## src/hdl/dpc_pkg.sv

```systemverilog
package dpc_pkg;
  // ==========================================================
  // Frame field layout
  localparam int OPC_MSB    = 7;
  localparam int OPC_LSB    = 4;
  localparam int SEL_HI_BIT = 3;
  localparam int SEL_LO_BIT = 2;
  localparam int ZERO_BIT   = 1;
  localparam int POT_BIT    = 0;
  localparam int ADR_HI_BIT = 1;
  localparam int ADR_LO_BIT = 0;
  localparam int ADR_PAD_HI = 3;
  localparam int ADR_PAD_LO = 2;

  // Value is arbitrary, not a real part code
  localparam logic [3:0] DEV_TYPE_CODE = 4'h6;

  // ==========================================================
  // Opcodes
  localparam logic [3:0] OP_RD_WIPER  = 4'h9;
  localparam logic [3:0] OP_WR_WIPER  = 4'ha;
  localparam logic [3:0] OP_RD_STORE  = 4'hb;
  localparam logic [3:0] OP_WR_STORE  = 4'hc;
  localparam logic [3:0] OP_COPY_S2W  = 4'hd;
  localparam logic [3:0] OP_COPY_W2S  = 4'he;
  localparam logic [3:0] OP_GCOPY_S2W = 4'h1;
  localparam logic [3:0] OP_GCOPY_W2S = 4'h8;
  localparam logic [3:0] OP_STEP      = 4'h2;
  localparam logic [7:0] STATUS_INSTR = 8'h51;

  // ==========================================================
  // Widths, reset values and timing
  localparam int         NV_CNT_W     = 20;
  localparam logic [7:0] STORE_RST    = 8'h00;
  localparam logic [7:0] WIPER_MAX    = 8'hff;
  localparam logic [7:0] WIPER_MIN    = 8'h00;
  localparam logic [2:0] BIT_LAST     = 3'h7;
  localparam int         CLK_MHZ      = 100;
  localparam int         NV_WRITE_MS  = 10;
  localparam int         NV_WRITE_CYC = NV_WRITE_MS * CLK_MHZ * 1000;
  localparam int         WIPER_DLY_NS = 20;
  localparam logic [1:0] WIPER_DLY_CYC =
    2'((WIPER_DLY_NS * CLK_MHZ + 999) / 1000);

  typedef enum logic [2:0] {
    ST_IDLE   = 3'b000,
    ST_IDENT  = 3'b001,
    ST_INSTR  = 3'b010,
    ST_DATA   = 3'b011,
    ST_ARMED  = 3'b100,
    ST_STEP   = 3'b101,
    ST_IGNORE = 3'b110
  } dpc_state_type;
endpackage

```

## src/hdl/dpc_decoder.sv

```systemverilog
`timescale 1ns/1ps
// Contract
// - Frame starts at chip select fall, sample rising
// - Identification byte type and address must match
// - Instruction byte: opcode, selects, zero, pot
// - Selects pick stored slot, pot bit picks pot
// - Opcode 1001 reads wiper on third byte
// - Opcode 1010 writes wiper from third byte
// - Opcode 1011 reads stored setting
// - Opcode 1100 writes stored setting, starts NV
// - Status read returns write busy bit
// - Transfers are two bytes, execute at frame end
// - Opcode 1101 copies stored setting to wiper
// - Stored to wiper copy lands after delay
// - Opcode 1110 copies wiper to stored slot
// - Wiper to stored copy is NV write
// - Global transfers act on both pots
// - Opcode 0001 copies stored to both wipers
// - Opcode 1000 copies both wipers to stored
// - Opcode 0010 enables stepping for frame
// - Any number of step pulses until frame end
// - Step with data high increments wiper
// - Step with data low decrements wiper
// - NV write bounded, busy flag throughout
module dpc_decoder #(
  parameter int NV_WRITE_CYC = dpc_pkg::NV_WRITE_CYC
) (
  // Clock and reset
  input  wire logic       i_clk_sys,
  input  wire logic       i_arst_n,
  // Serial link
  input  wire logic       i_sck,
  input  wire logic       i_cs_n,
  input  wire logic       i_si,
  output      logic       o_so,
  output      logic       o_so_oe,
  // Address straps
  input  wire logic       i_addr_pin_hi,
  input  wire logic       i_addr_pin_lo,
  // Wiper and status
  output      logic [7:0] o_wiper0,
  output      logic [7:0] o_wiper1,
  output      logic       o_write_busy_flag
);

  // ==========================================================
  // Instruction check
  function automatic logic instr_ok(input logic [7:0] b);
    logic [3:0] op;
    logic       sel0;
    op   = b[dpc_pkg::OPC_MSB:dpc_pkg::OPC_LSB];
    sel0 = ~b[dpc_pkg::SEL_HI_BIT] & ~b[dpc_pkg::SEL_LO_BIT];
    instr_ok = 1'b0;
    if (b == dpc_pkg::STATUS_INSTR) begin
      instr_ok = 1'b1;
    end else if (!b[dpc_pkg::ZERO_BIT]) begin
      case (op)
        dpc_pkg::OP_RD_WIPER,
        dpc_pkg::OP_WR_WIPER,
        dpc_pkg::OP_STEP:      instr_ok = sel0;
        dpc_pkg::OP_RD_STORE,
        dpc_pkg::OP_WR_STORE,
        dpc_pkg::OP_COPY_S2W,
        dpc_pkg::OP_COPY_W2S:  instr_ok = 1'b1;
        dpc_pkg::OP_GCOPY_S2W,
        dpc_pkg::OP_GCOPY_W2S: instr_ok = ~b[dpc_pkg::POT_BIT];
        default:               instr_ok = 1'b0;
      endcase
    end
  endfunction

  // ==========================================================
  // Storage and state
  // Local copy keeps the timer width readable below
  localparam int NV_CNT_W = dpc_pkg::NV_CNT_W;

  dpc_pkg::dpc_state_type state_ff;
  dpc_pkg::dpc_state_type nxt_state;
  // Stored slots are plain flops; no real NV cells here
  logic [7:0]          store_ff [2][4];
  logic [7:0]          wiper_pos_ff [2];
  logic [7:0]          pend_val_ff [2];
  logic                pend_ff [2];
  logic [1:0]          dly_ff;
  logic [NV_CNT_W-1:0] nv_cnt_ff;
  logic                sck_prev_ff;
  logic                cs_prev_ff;
  logic [2:0]          bit_cnt_ff;
  logic [7:0]          sh_ff;
  logic [7:0]          instr_ff;
  logic [7:0]          data_ff;
  logic [7:0]          so_sh_ff;

  // ==========================================================
  // Edge and byte decode
  // Serial pins are oversampled; levels must span two clocks
  wire        cs_fall   = cs_prev_ff & ~i_cs_n;
  wire        cs_rise   = ~cs_prev_ff & i_cs_n;
  wire        sck_rise  = ~i_cs_n & i_sck & ~sck_prev_ff;
  wire        sck_fall  = ~i_cs_n & ~i_sck & sck_prev_ff;
  wire [7:0]  byte_nxt  = {sh_ff[6:0], i_si};
  wire        byte_done = sck_rise & (bit_cnt_ff == dpc_pkg::BIT_LAST);
  wire        busy      = (nv_cnt_ff != '0);
  wire [3:0]  op        = instr_ff[dpc_pkg::OPC_MSB:dpc_pkg::OPC_LSB];
  wire        pot       = instr_ff[dpc_pkg::POT_BIT];
  wire [1:0]  slot      = {instr_ff[dpc_pkg::SEL_HI_BIT],
                           instr_ff[dpc_pkg::SEL_LO_BIT]};
  wire [3:0]  nop       = byte_nxt[dpc_pkg::OPC_MSB:dpc_pkg::OPC_LSB];
  wire        npot      = byte_nxt[dpc_pkg::POT_BIT];
  wire [1:0]  nslot     = {byte_nxt[dpc_pkg::SEL_HI_BIT],
                           byte_nxt[dpc_pkg::SEL_LO_BIT]};
  wire        nstatus   = (byte_nxt == dpc_pkg::STATUS_INSTR);

  wire ident_ok =
    (byte_nxt[dpc_pkg::OPC_MSB:dpc_pkg::OPC_LSB] ==
     dpc_pkg::DEV_TYPE_CODE) &
    ~byte_nxt[dpc_pkg::ADR_PAD_HI] & ~byte_nxt[dpc_pkg::ADR_PAD_LO] &
    (byte_nxt[dpc_pkg::ADR_HI_BIT] == i_addr_pin_hi) &
    (byte_nxt[dpc_pkg::ADR_LO_BIT] == i_addr_pin_lo);

  wire n_three = nstatus | (nop == dpc_pkg::OP_RD_WIPER) |
                 (nop == dpc_pkg::OP_WR_WIPER) |
                 (nop == dpc_pkg::OP_RD_STORE) |
                 (nop == dpc_pkg::OP_WR_STORE);
  wire n_step  = ~nstatus & (nop == dpc_pkg::OP_STEP);

  wire [7:0] rd_val =
    nstatus ? {7'h00, busy} :
    (nop == dpc_pkg::OP_RD_WIPER) ? wiper_pos_ff[npot] :
    store_ff[npot][nslot];

  // execute only on clean frame end
  wire commit = cs_rise & (state_ff == dpc_pkg::ST_ARMED);
  wire is_stat = (instr_ff == dpc_pkg::STATUS_INSTR);
  wire nv_go = commit & ~busy & ~is_stat &
               ((op == dpc_pkg::OP_WR_STORE) |
                (op == dpc_pkg::OP_COPY_W2S) |
                (op == dpc_pkg::OP_GCOPY_W2S));
  wire global_op = (op == dpc_pkg::OP_GCOPY_S2W) |
                   (op == dpc_pkg::OP_GCOPY_W2S);
  wire s2w_go = commit & ~is_stat & ((op == dpc_pkg::OP_COPY_S2W) |
                                     (op == dpc_pkg::OP_GCOPY_S2W));
  wire wr_wiper = commit & ~is_stat & (op == dpc_pkg::OP_WR_WIPER);
  wire dly_done = (dly_ff == 2'h1);
  // steps run until chip select rises
  wire step_go = sck_rise & (state_ff == dpc_pkg::ST_STEP);

  // ==========================================================
  // Frame sequencer
  always_comb begin
    nxt_state = state_ff;
    case (state_ff)
      // every command opens at select fall
      dpc_pkg::ST_IDLE:   if (cs_fall) nxt_state = dpc_pkg::ST_IDENT;
      dpc_pkg::ST_IDENT:  if (byte_done) begin
        nxt_state = ident_ok ? dpc_pkg::ST_INSTR : dpc_pkg::ST_IGNORE;
      end
      // unknown opcode ignored to frame end
      dpc_pkg::ST_INSTR:  if (byte_done) begin
        if (!instr_ok(byte_nxt)) nxt_state = dpc_pkg::ST_IGNORE;
        else if (n_step)         nxt_state = dpc_pkg::ST_STEP;
        else if (n_three)        nxt_state = dpc_pkg::ST_DATA;
        else                     nxt_state = dpc_pkg::ST_ARMED;
      end
      dpc_pkg::ST_DATA:   if (byte_done) nxt_state = dpc_pkg::ST_ARMED;
      // Extra clocks after a full command void it
      dpc_pkg::ST_ARMED:  if (sck_rise) nxt_state = dpc_pkg::ST_IGNORE;
      // Stepping ends only when chip select rises
      dpc_pkg::ST_STEP:   nxt_state = dpc_pkg::ST_STEP;
      dpc_pkg::ST_IGNORE: nxt_state = dpc_pkg::ST_IGNORE;
      default:            nxt_state = dpc_pkg::ST_IDLE;
    endcase
    if (cs_rise) nxt_state = dpc_pkg::ST_IDLE;
    if (cs_fall) nxt_state = dpc_pkg::ST_IDENT;
  end

  always_ff @(posedge i_clk_sys or negedge i_arst_n) begin
    if (!i_arst_n) begin
      state_ff    <= dpc_pkg::ST_IDLE;
      sck_prev_ff <= 1'b0;
      cs_prev_ff  <= 1'b1;
      bit_cnt_ff  <= 3'h0;
      sh_ff       <= 8'h00;
    end else begin
      state_ff    <= nxt_state;
      sck_prev_ff <= i_sck;
      cs_prev_ff  <= i_cs_n;
      if (cs_fall) bit_cnt_ff <= 3'h0;
      else if (sck_rise) bit_cnt_ff <= bit_cnt_ff + 3'h1;
      if (sck_rise) sh_ff <= byte_nxt;
    end
  end

  always_ff @(posedge i_clk_sys or negedge i_arst_n) begin
    if (!i_arst_n) begin
      instr_ff <= 8'h00;
      data_ff  <= 8'h00;
      so_sh_ff <= 8'h00;
    end else begin
      if (byte_done && state_ff == dpc_pkg::ST_INSTR) begin
        instr_ff <= byte_nxt;
        so_sh_ff <= rd_val;
      end else if (sck_fall && state_ff == dpc_pkg::ST_DATA &&
                   bit_cnt_ff != 3'h0) begin
        // First fall after the instruction keeps the MSB up
        so_sh_ff <= {so_sh_ff[6:0], 1'b0};
      end
      if (byte_done && state_ff == dpc_pkg::ST_DATA) data_ff <= byte_nxt;
    end
  end

  wire rd_op = is_stat | (op == dpc_pkg::OP_RD_WIPER) |
               (op == dpc_pkg::OP_RD_STORE);
  assign o_so    = so_sh_ff[7];
  assign o_so_oe = (state_ff == dpc_pkg::ST_DATA) & rd_op;

  // ==========================================================
  // NV write timer and wiper copy delay
  always_ff @(posedge i_clk_sys or negedge i_arst_n) begin
    if (!i_arst_n) begin
      nv_cnt_ff <= '0;
      dly_ff    <= 2'h0;
    end else begin
      // busy for the whole bounded write
      // Width covers the full default write time
      if (nv_go) nv_cnt_ff <= NV_CNT_W'(NV_WRITE_CYC);
      else if (busy) nv_cnt_ff <= nv_cnt_ff - NV_CNT_W'(1);
      // copied value lands after a delay
      if (s2w_go) dly_ff <= dpc_pkg::WIPER_DLY_CYC;
      else if (dly_ff != 2'h0) dly_ff <= dly_ff - 2'h1;
    end
  end

  assign o_write_busy_flag = busy;
  assign o_wiper0 = wiper_pos_ff[0];
  assign o_wiper1 = wiper_pos_ff[1];

  // ==========================================================
  // Per-pot registers
  for (genvar p = 0; p < 2; p++) begin : g_pot
    // pot select picks the register pair; global copies take both pairs
    wire mine    = global_op | (pot == 1'(p));
    wire wr_en   = wr_wiper & (pot == 1'(p));
    wire cp_en   = s2w_go & mine;
    wire st_en   = step_go & (pot == 1'(p));
    wire nv_en   = nv_go & mine;
    wire at_max  = (wiper_pos_ff[p] == dpc_pkg::WIPER_MAX);
    wire at_min  = (wiper_pos_ff[p] == dpc_pkg::WIPER_MIN);
    wire [7:0] step_val =
      i_si ? (at_max ? wiper_pos_ff[p] : wiper_pos_ff[p] + 8'h01) :
             (at_min ? wiper_pos_ff[p] : wiper_pos_ff[p] - 8'h01);
    wire [7:0] store_val =
      (op == dpc_pkg::OP_WR_STORE) ? data_ff : wiper_pos_ff[p];

    always_ff @(posedge i_clk_sys or negedge i_arst_n) begin
      if (!i_arst_n) begin
        wiper_pos_ff[p] <= dpc_pkg::STORE_RST;
        pend_ff[p]      <= 1'b0;
        pend_val_ff[p]  <= 8'h00;
      end else begin
        if (cp_en) begin
          pend_ff[p]     <= 1'b1;
          pend_val_ff[p] <= store_ff[p][slot];
        end else if (dly_done) begin
          pend_ff[p] <= 1'b0;
        end
        // host data straight to wiper
        // Direct write wins over a copy landing in the same cycle; a copy landing later overwrites it
        if (wr_en) wiper_pos_ff[p] <= data_ff;
        else if (dly_done && pend_ff[p]) wiper_pos_ff[p] <= pend_val_ff[p];
        else if (st_en) wiper_pos_ff[p] <= step_val;
      end
    end

    for (genvar s = 0; s < 4; s++) begin : g_slot
      always_ff @(posedge i_clk_sys or negedge i_arst_n) begin
        if (!i_arst_n) begin
          store_ff[p][s] <= dpc_pkg::STORE_RST;
        end else if (nv_en && slot == 2'(s)) begin
          store_ff[p][s] <= store_val;
        end
      end
    end
  end

endmodule

```

## config.mk

```make
export PLATFORM = sky130hd
export DESIGN_NAME = dpc_decoder
export DESIGN_NICKNAME = d
export VERILOG_FILES = /design/src/hdl/dpc_pkg.sv /design/src/hdl/dpc_decoder.sv
export SDC_FILE = /design/constraint.sdc
export NUM_CORES = 1
export LEC_CHECK = 0
export ABC_AREA = 0
export BUFFER_PORTS_ARGS = -buffer_cell sky130_fd_sc_hd__buf_2
export CAP_MARGIN = 10
export CORE_ASPECT_RATIO = 1.5
export CORE_UTILIZATION = 38
export DETAILED_ROUTE_END_ITERATION = 16
export HOLD_SLACK_MARGIN = 0.03
export PLACE_DENSITY = 0.51
export SLEW_MARGIN = 20
export SYNTH_ARGS = -nofsm -noshare
export SYNTH_HDL_FRONTEND = slang
export SYNTH_SLANG_ARGS = --single-unit
export TNS_END_PERCENT = 20
```

## constraint.sdc

```tcl
create_clock -name i_clk_sys -period 2.6 [get_ports i_clk_sys]
set_input_delay 0.52 -clock i_clk_sys [delete_from_list [all_inputs] [get_ports i_clk_sys]]
set_output_delay 0.52 -clock i_clk_sys [all_outputs]
set_load 0.02 [all_outputs]
```

==> qor.yml <==
synth_seq_area_share: 0.452
fin_cells: 1222
cp_cell_sequence: "or4_4, nor3_4, inv_1, buf_2"
internal_power_w: 0.00456
finalCritPeriodShare: 0.952
critical_path_class: "flip-flop to output port"
dpl.hpwl_mm: 18.7
synth-edff-count: 0
cap_violations: 0
cts_tree: "done"
synth_top_area_share: 0.449
drt-total-wl_mm: 25.3
ys_async_sr_fraction: 1.00
synth_fp_nets: 898
layout_commonest_cell: "dfrtp_1"
num_antenna_cells: 0
power_density_nw_per_um2: 663
maxSlewHeadroom: 0.499
first_global_vias: 6932
hold_violations: 0
start_util: 0.390
drive_above_1_share: 0.206
skew_ns: 0.0121
tightest_slew_ns: 0.747
finish.utilization: 0.454
die_area_um2: 23800
grt_start_max_net_pins: 53
leakage_nw: 4.65
yosys_warnings: 0
critical_path.max_fanout: 5
p_seq_frac: 0.422
synth_top_area_cell: "dfrtp_1"
met1_length_mm: 10.6
required_ns: 2.08
io_buffers: 25
grt_pass1_wl_mm: 40.5
ioPinCount: 26
max_freq_ghz: 0.404
p_switching_w: 0.00223
cts.path.max_buffers: 2
dpl.cell_count: 1188
vias: 6859
die_h_um: 188
min_period_ns: 2.48
drtAntennaViolNets: 0
syn_area_um2: 8800
end_kind: "output port"
rrSetupSlack_ns: 0.23
cts_root_buf: "clkbuf_16"
cts_buffers: 17
top_layer: "met4"
start_kind: "flip-flop"
ir_drop_mv: 0.466
via_per_inst: 5.61
nets: 962
arrival_ns: 1.96
synthTopCellsByArea: "dfrtp_1, mux4_2, o21ai_0"
synth_compound_area_frac: 0.141
clk_latency_ns: 0.44
ys_types: 59
cts_max_level: 4
die_x_um: 126
hp-class: "input pin to asynchronous set/reset pin"
avgRoutedWirePerCell_um: 20.7
synth_xor_area_frac: 0.0219
place.gp.congestion: 0.823
drt-initial-drc-count: 346
rows: 67
postSynthCellCount: 869
p_total_w: 0.00679
clk_pin_slew_ns: 0.07
ys.flop_type: "dfrtp_1"
synth_top_family_by_area: "simple AND/OR/NAND/NOR gates"
wl_met3_um: 545
final_max_slew_viol_count: 0
status: "finished, final reports clean"
synthMuxAreaShare: 0.158
fin_area_um2: 10200
p_comb_frac: 0.216
crit_buf_inv: 2
drt-pass1-iter-count: 5
setup_viol: 0
grt-ovfl-total: 0
area_delta_synth_final_pct: 16.4
crit_family: "simple AND/OR/NAND/NOR gates"
crit_slowest_cell: "or4_4"
antenna_found_initial: 0
synthAdderAreaFrac: 0.0330
synthSimpleGateAreaFrac: 0.165
holdWs_ns: 0.0232
final_cell_mix: "dfrtp_1, nand2_1, o21ai_0, buf_4, a21oi_1"
synth-seq-cells: 159
p_sw_frac: 0.328
p_clk_frac: 0.363
cts.sinks: 159
max_stage_delay_ns: 0.62
drc: 0
grt_usage: 0.226
cts_hold_buf: 0
route.met2.wl_mm: 13.2
coreArea_um2: 22600
place_area_um2: 9600
avgSynthCellArea_um2: 10.1
## sequential cells by signal (all words and copies together), names as in the netlist
register,flops
state_ff,3
pend_ff,2
sck_prev_ff,1
instr_ff,8
o_wiper0,8
store_ff,64
sh_ff,7
cs_prev_ff,1
nv_cnt_ff,20
bit_cnt_ff,3
data_ff,8
o_wiper1,8
so_sh_ff,8
dly_ff,2
pend_val_ff,16
## worst register-to-register path, cell delays in order, from the launching register on
cell      delay [ns]
dfrtp_1         0.79
buf_4           0.31
mux4_2          0.31
nor2b_1         0.14
a211oi_1        0.33
a21oi_1         0.12
a21oi_1         0.19
a21oi_1         0.05
## power by group through the flow
stage	clock network, W	logic (W)	registers (W)
final	0.00246	0.00146	0.00286
after floorplan	0	0.000953	0.00285
after CTS	0.00252	0.00147	0.00286
after global routing	0.00261	0.00162	0.00289
after global placement	0	0.00147	0.00291
after detailed placement	0	0.00146	0.00290
## kinds of logic (layout without fill, tap and decap cells)
family / Yosys count / after routing
mux: 95 / 95
xor+xnor: 22 / 22
flops: 159 / 159
fa+ha+maj: 22 / 22
compound gates: 219 / 219
buf+inv: 63 / 140
simple gates: 289 / 289
## Yosys cell counts, types with 11 or more instances
cell type and number:
a21oi_1 59, nor2_1 41, mux4_2 32, mux2_2 29, inv_1 19, dfrtp_1 158
clkbuf_1 27, buf_2 12, nand2_1 112, ha_1 20, mux2i_1 34, xnor2_1 14
o21ai_0 107, nor2b_1 18, nand3_1 28, nor3_1 15, and2_1 11
## metal layers
layer / vias to the layer above / GRT usage
met1: 3425 / 0.269
li1: 3289 / -
met2: 104 / 0.400
met4: 0 / 0.104
met3: 41 / 0.0321
met5: - / 0
## repair_timing
item,in CTS,in global routing
resized for setup,5,3
pin swaps,1,1
setup endpoints to repair,1,1
buffers inserted,2,0
## path summary, 6_finish.rpt
kind	startpoint	end	cells after the start
max in group asynchronous	i_arst_n	so_sh_ff[1]	2
min reg2reg	nv_cnt_ff[15]	nv_cnt_ff[15]	1
min in group i_clk_sys	i_cs_n	cs_prev_ff	1
min	i_arst_n	nv_cnt_ff[10]	1
max reg2reg	sh_ff[1]	so_sh_ff[2]	7
max	nv_cnt_ff[16]	o_write_busy_flag	4
## cell type report
class                           instances  area (um2)
Clock buffer                           18         439
Timing Repair Buffer                   88         642
Inverter                               20        80.1
Clock inverter                         14         131
Sequential cell                       159        3980
Fill cell                            2178       12300
Tap cell                              276         345
Multi-Input combinational cell        647        4620
## per-stage QoR
stage | setup WS [ns] | setup TNS (ns)
finish | 0.125 | 0
global route | -0.00254 | -0.00254
CTS | 0.0900 | 0
detailed placement | 0.0144 | 0
global placement | 0.00891 | 0
floorplan | 0.161 | 0
Power figures use the tool's default switching activity.
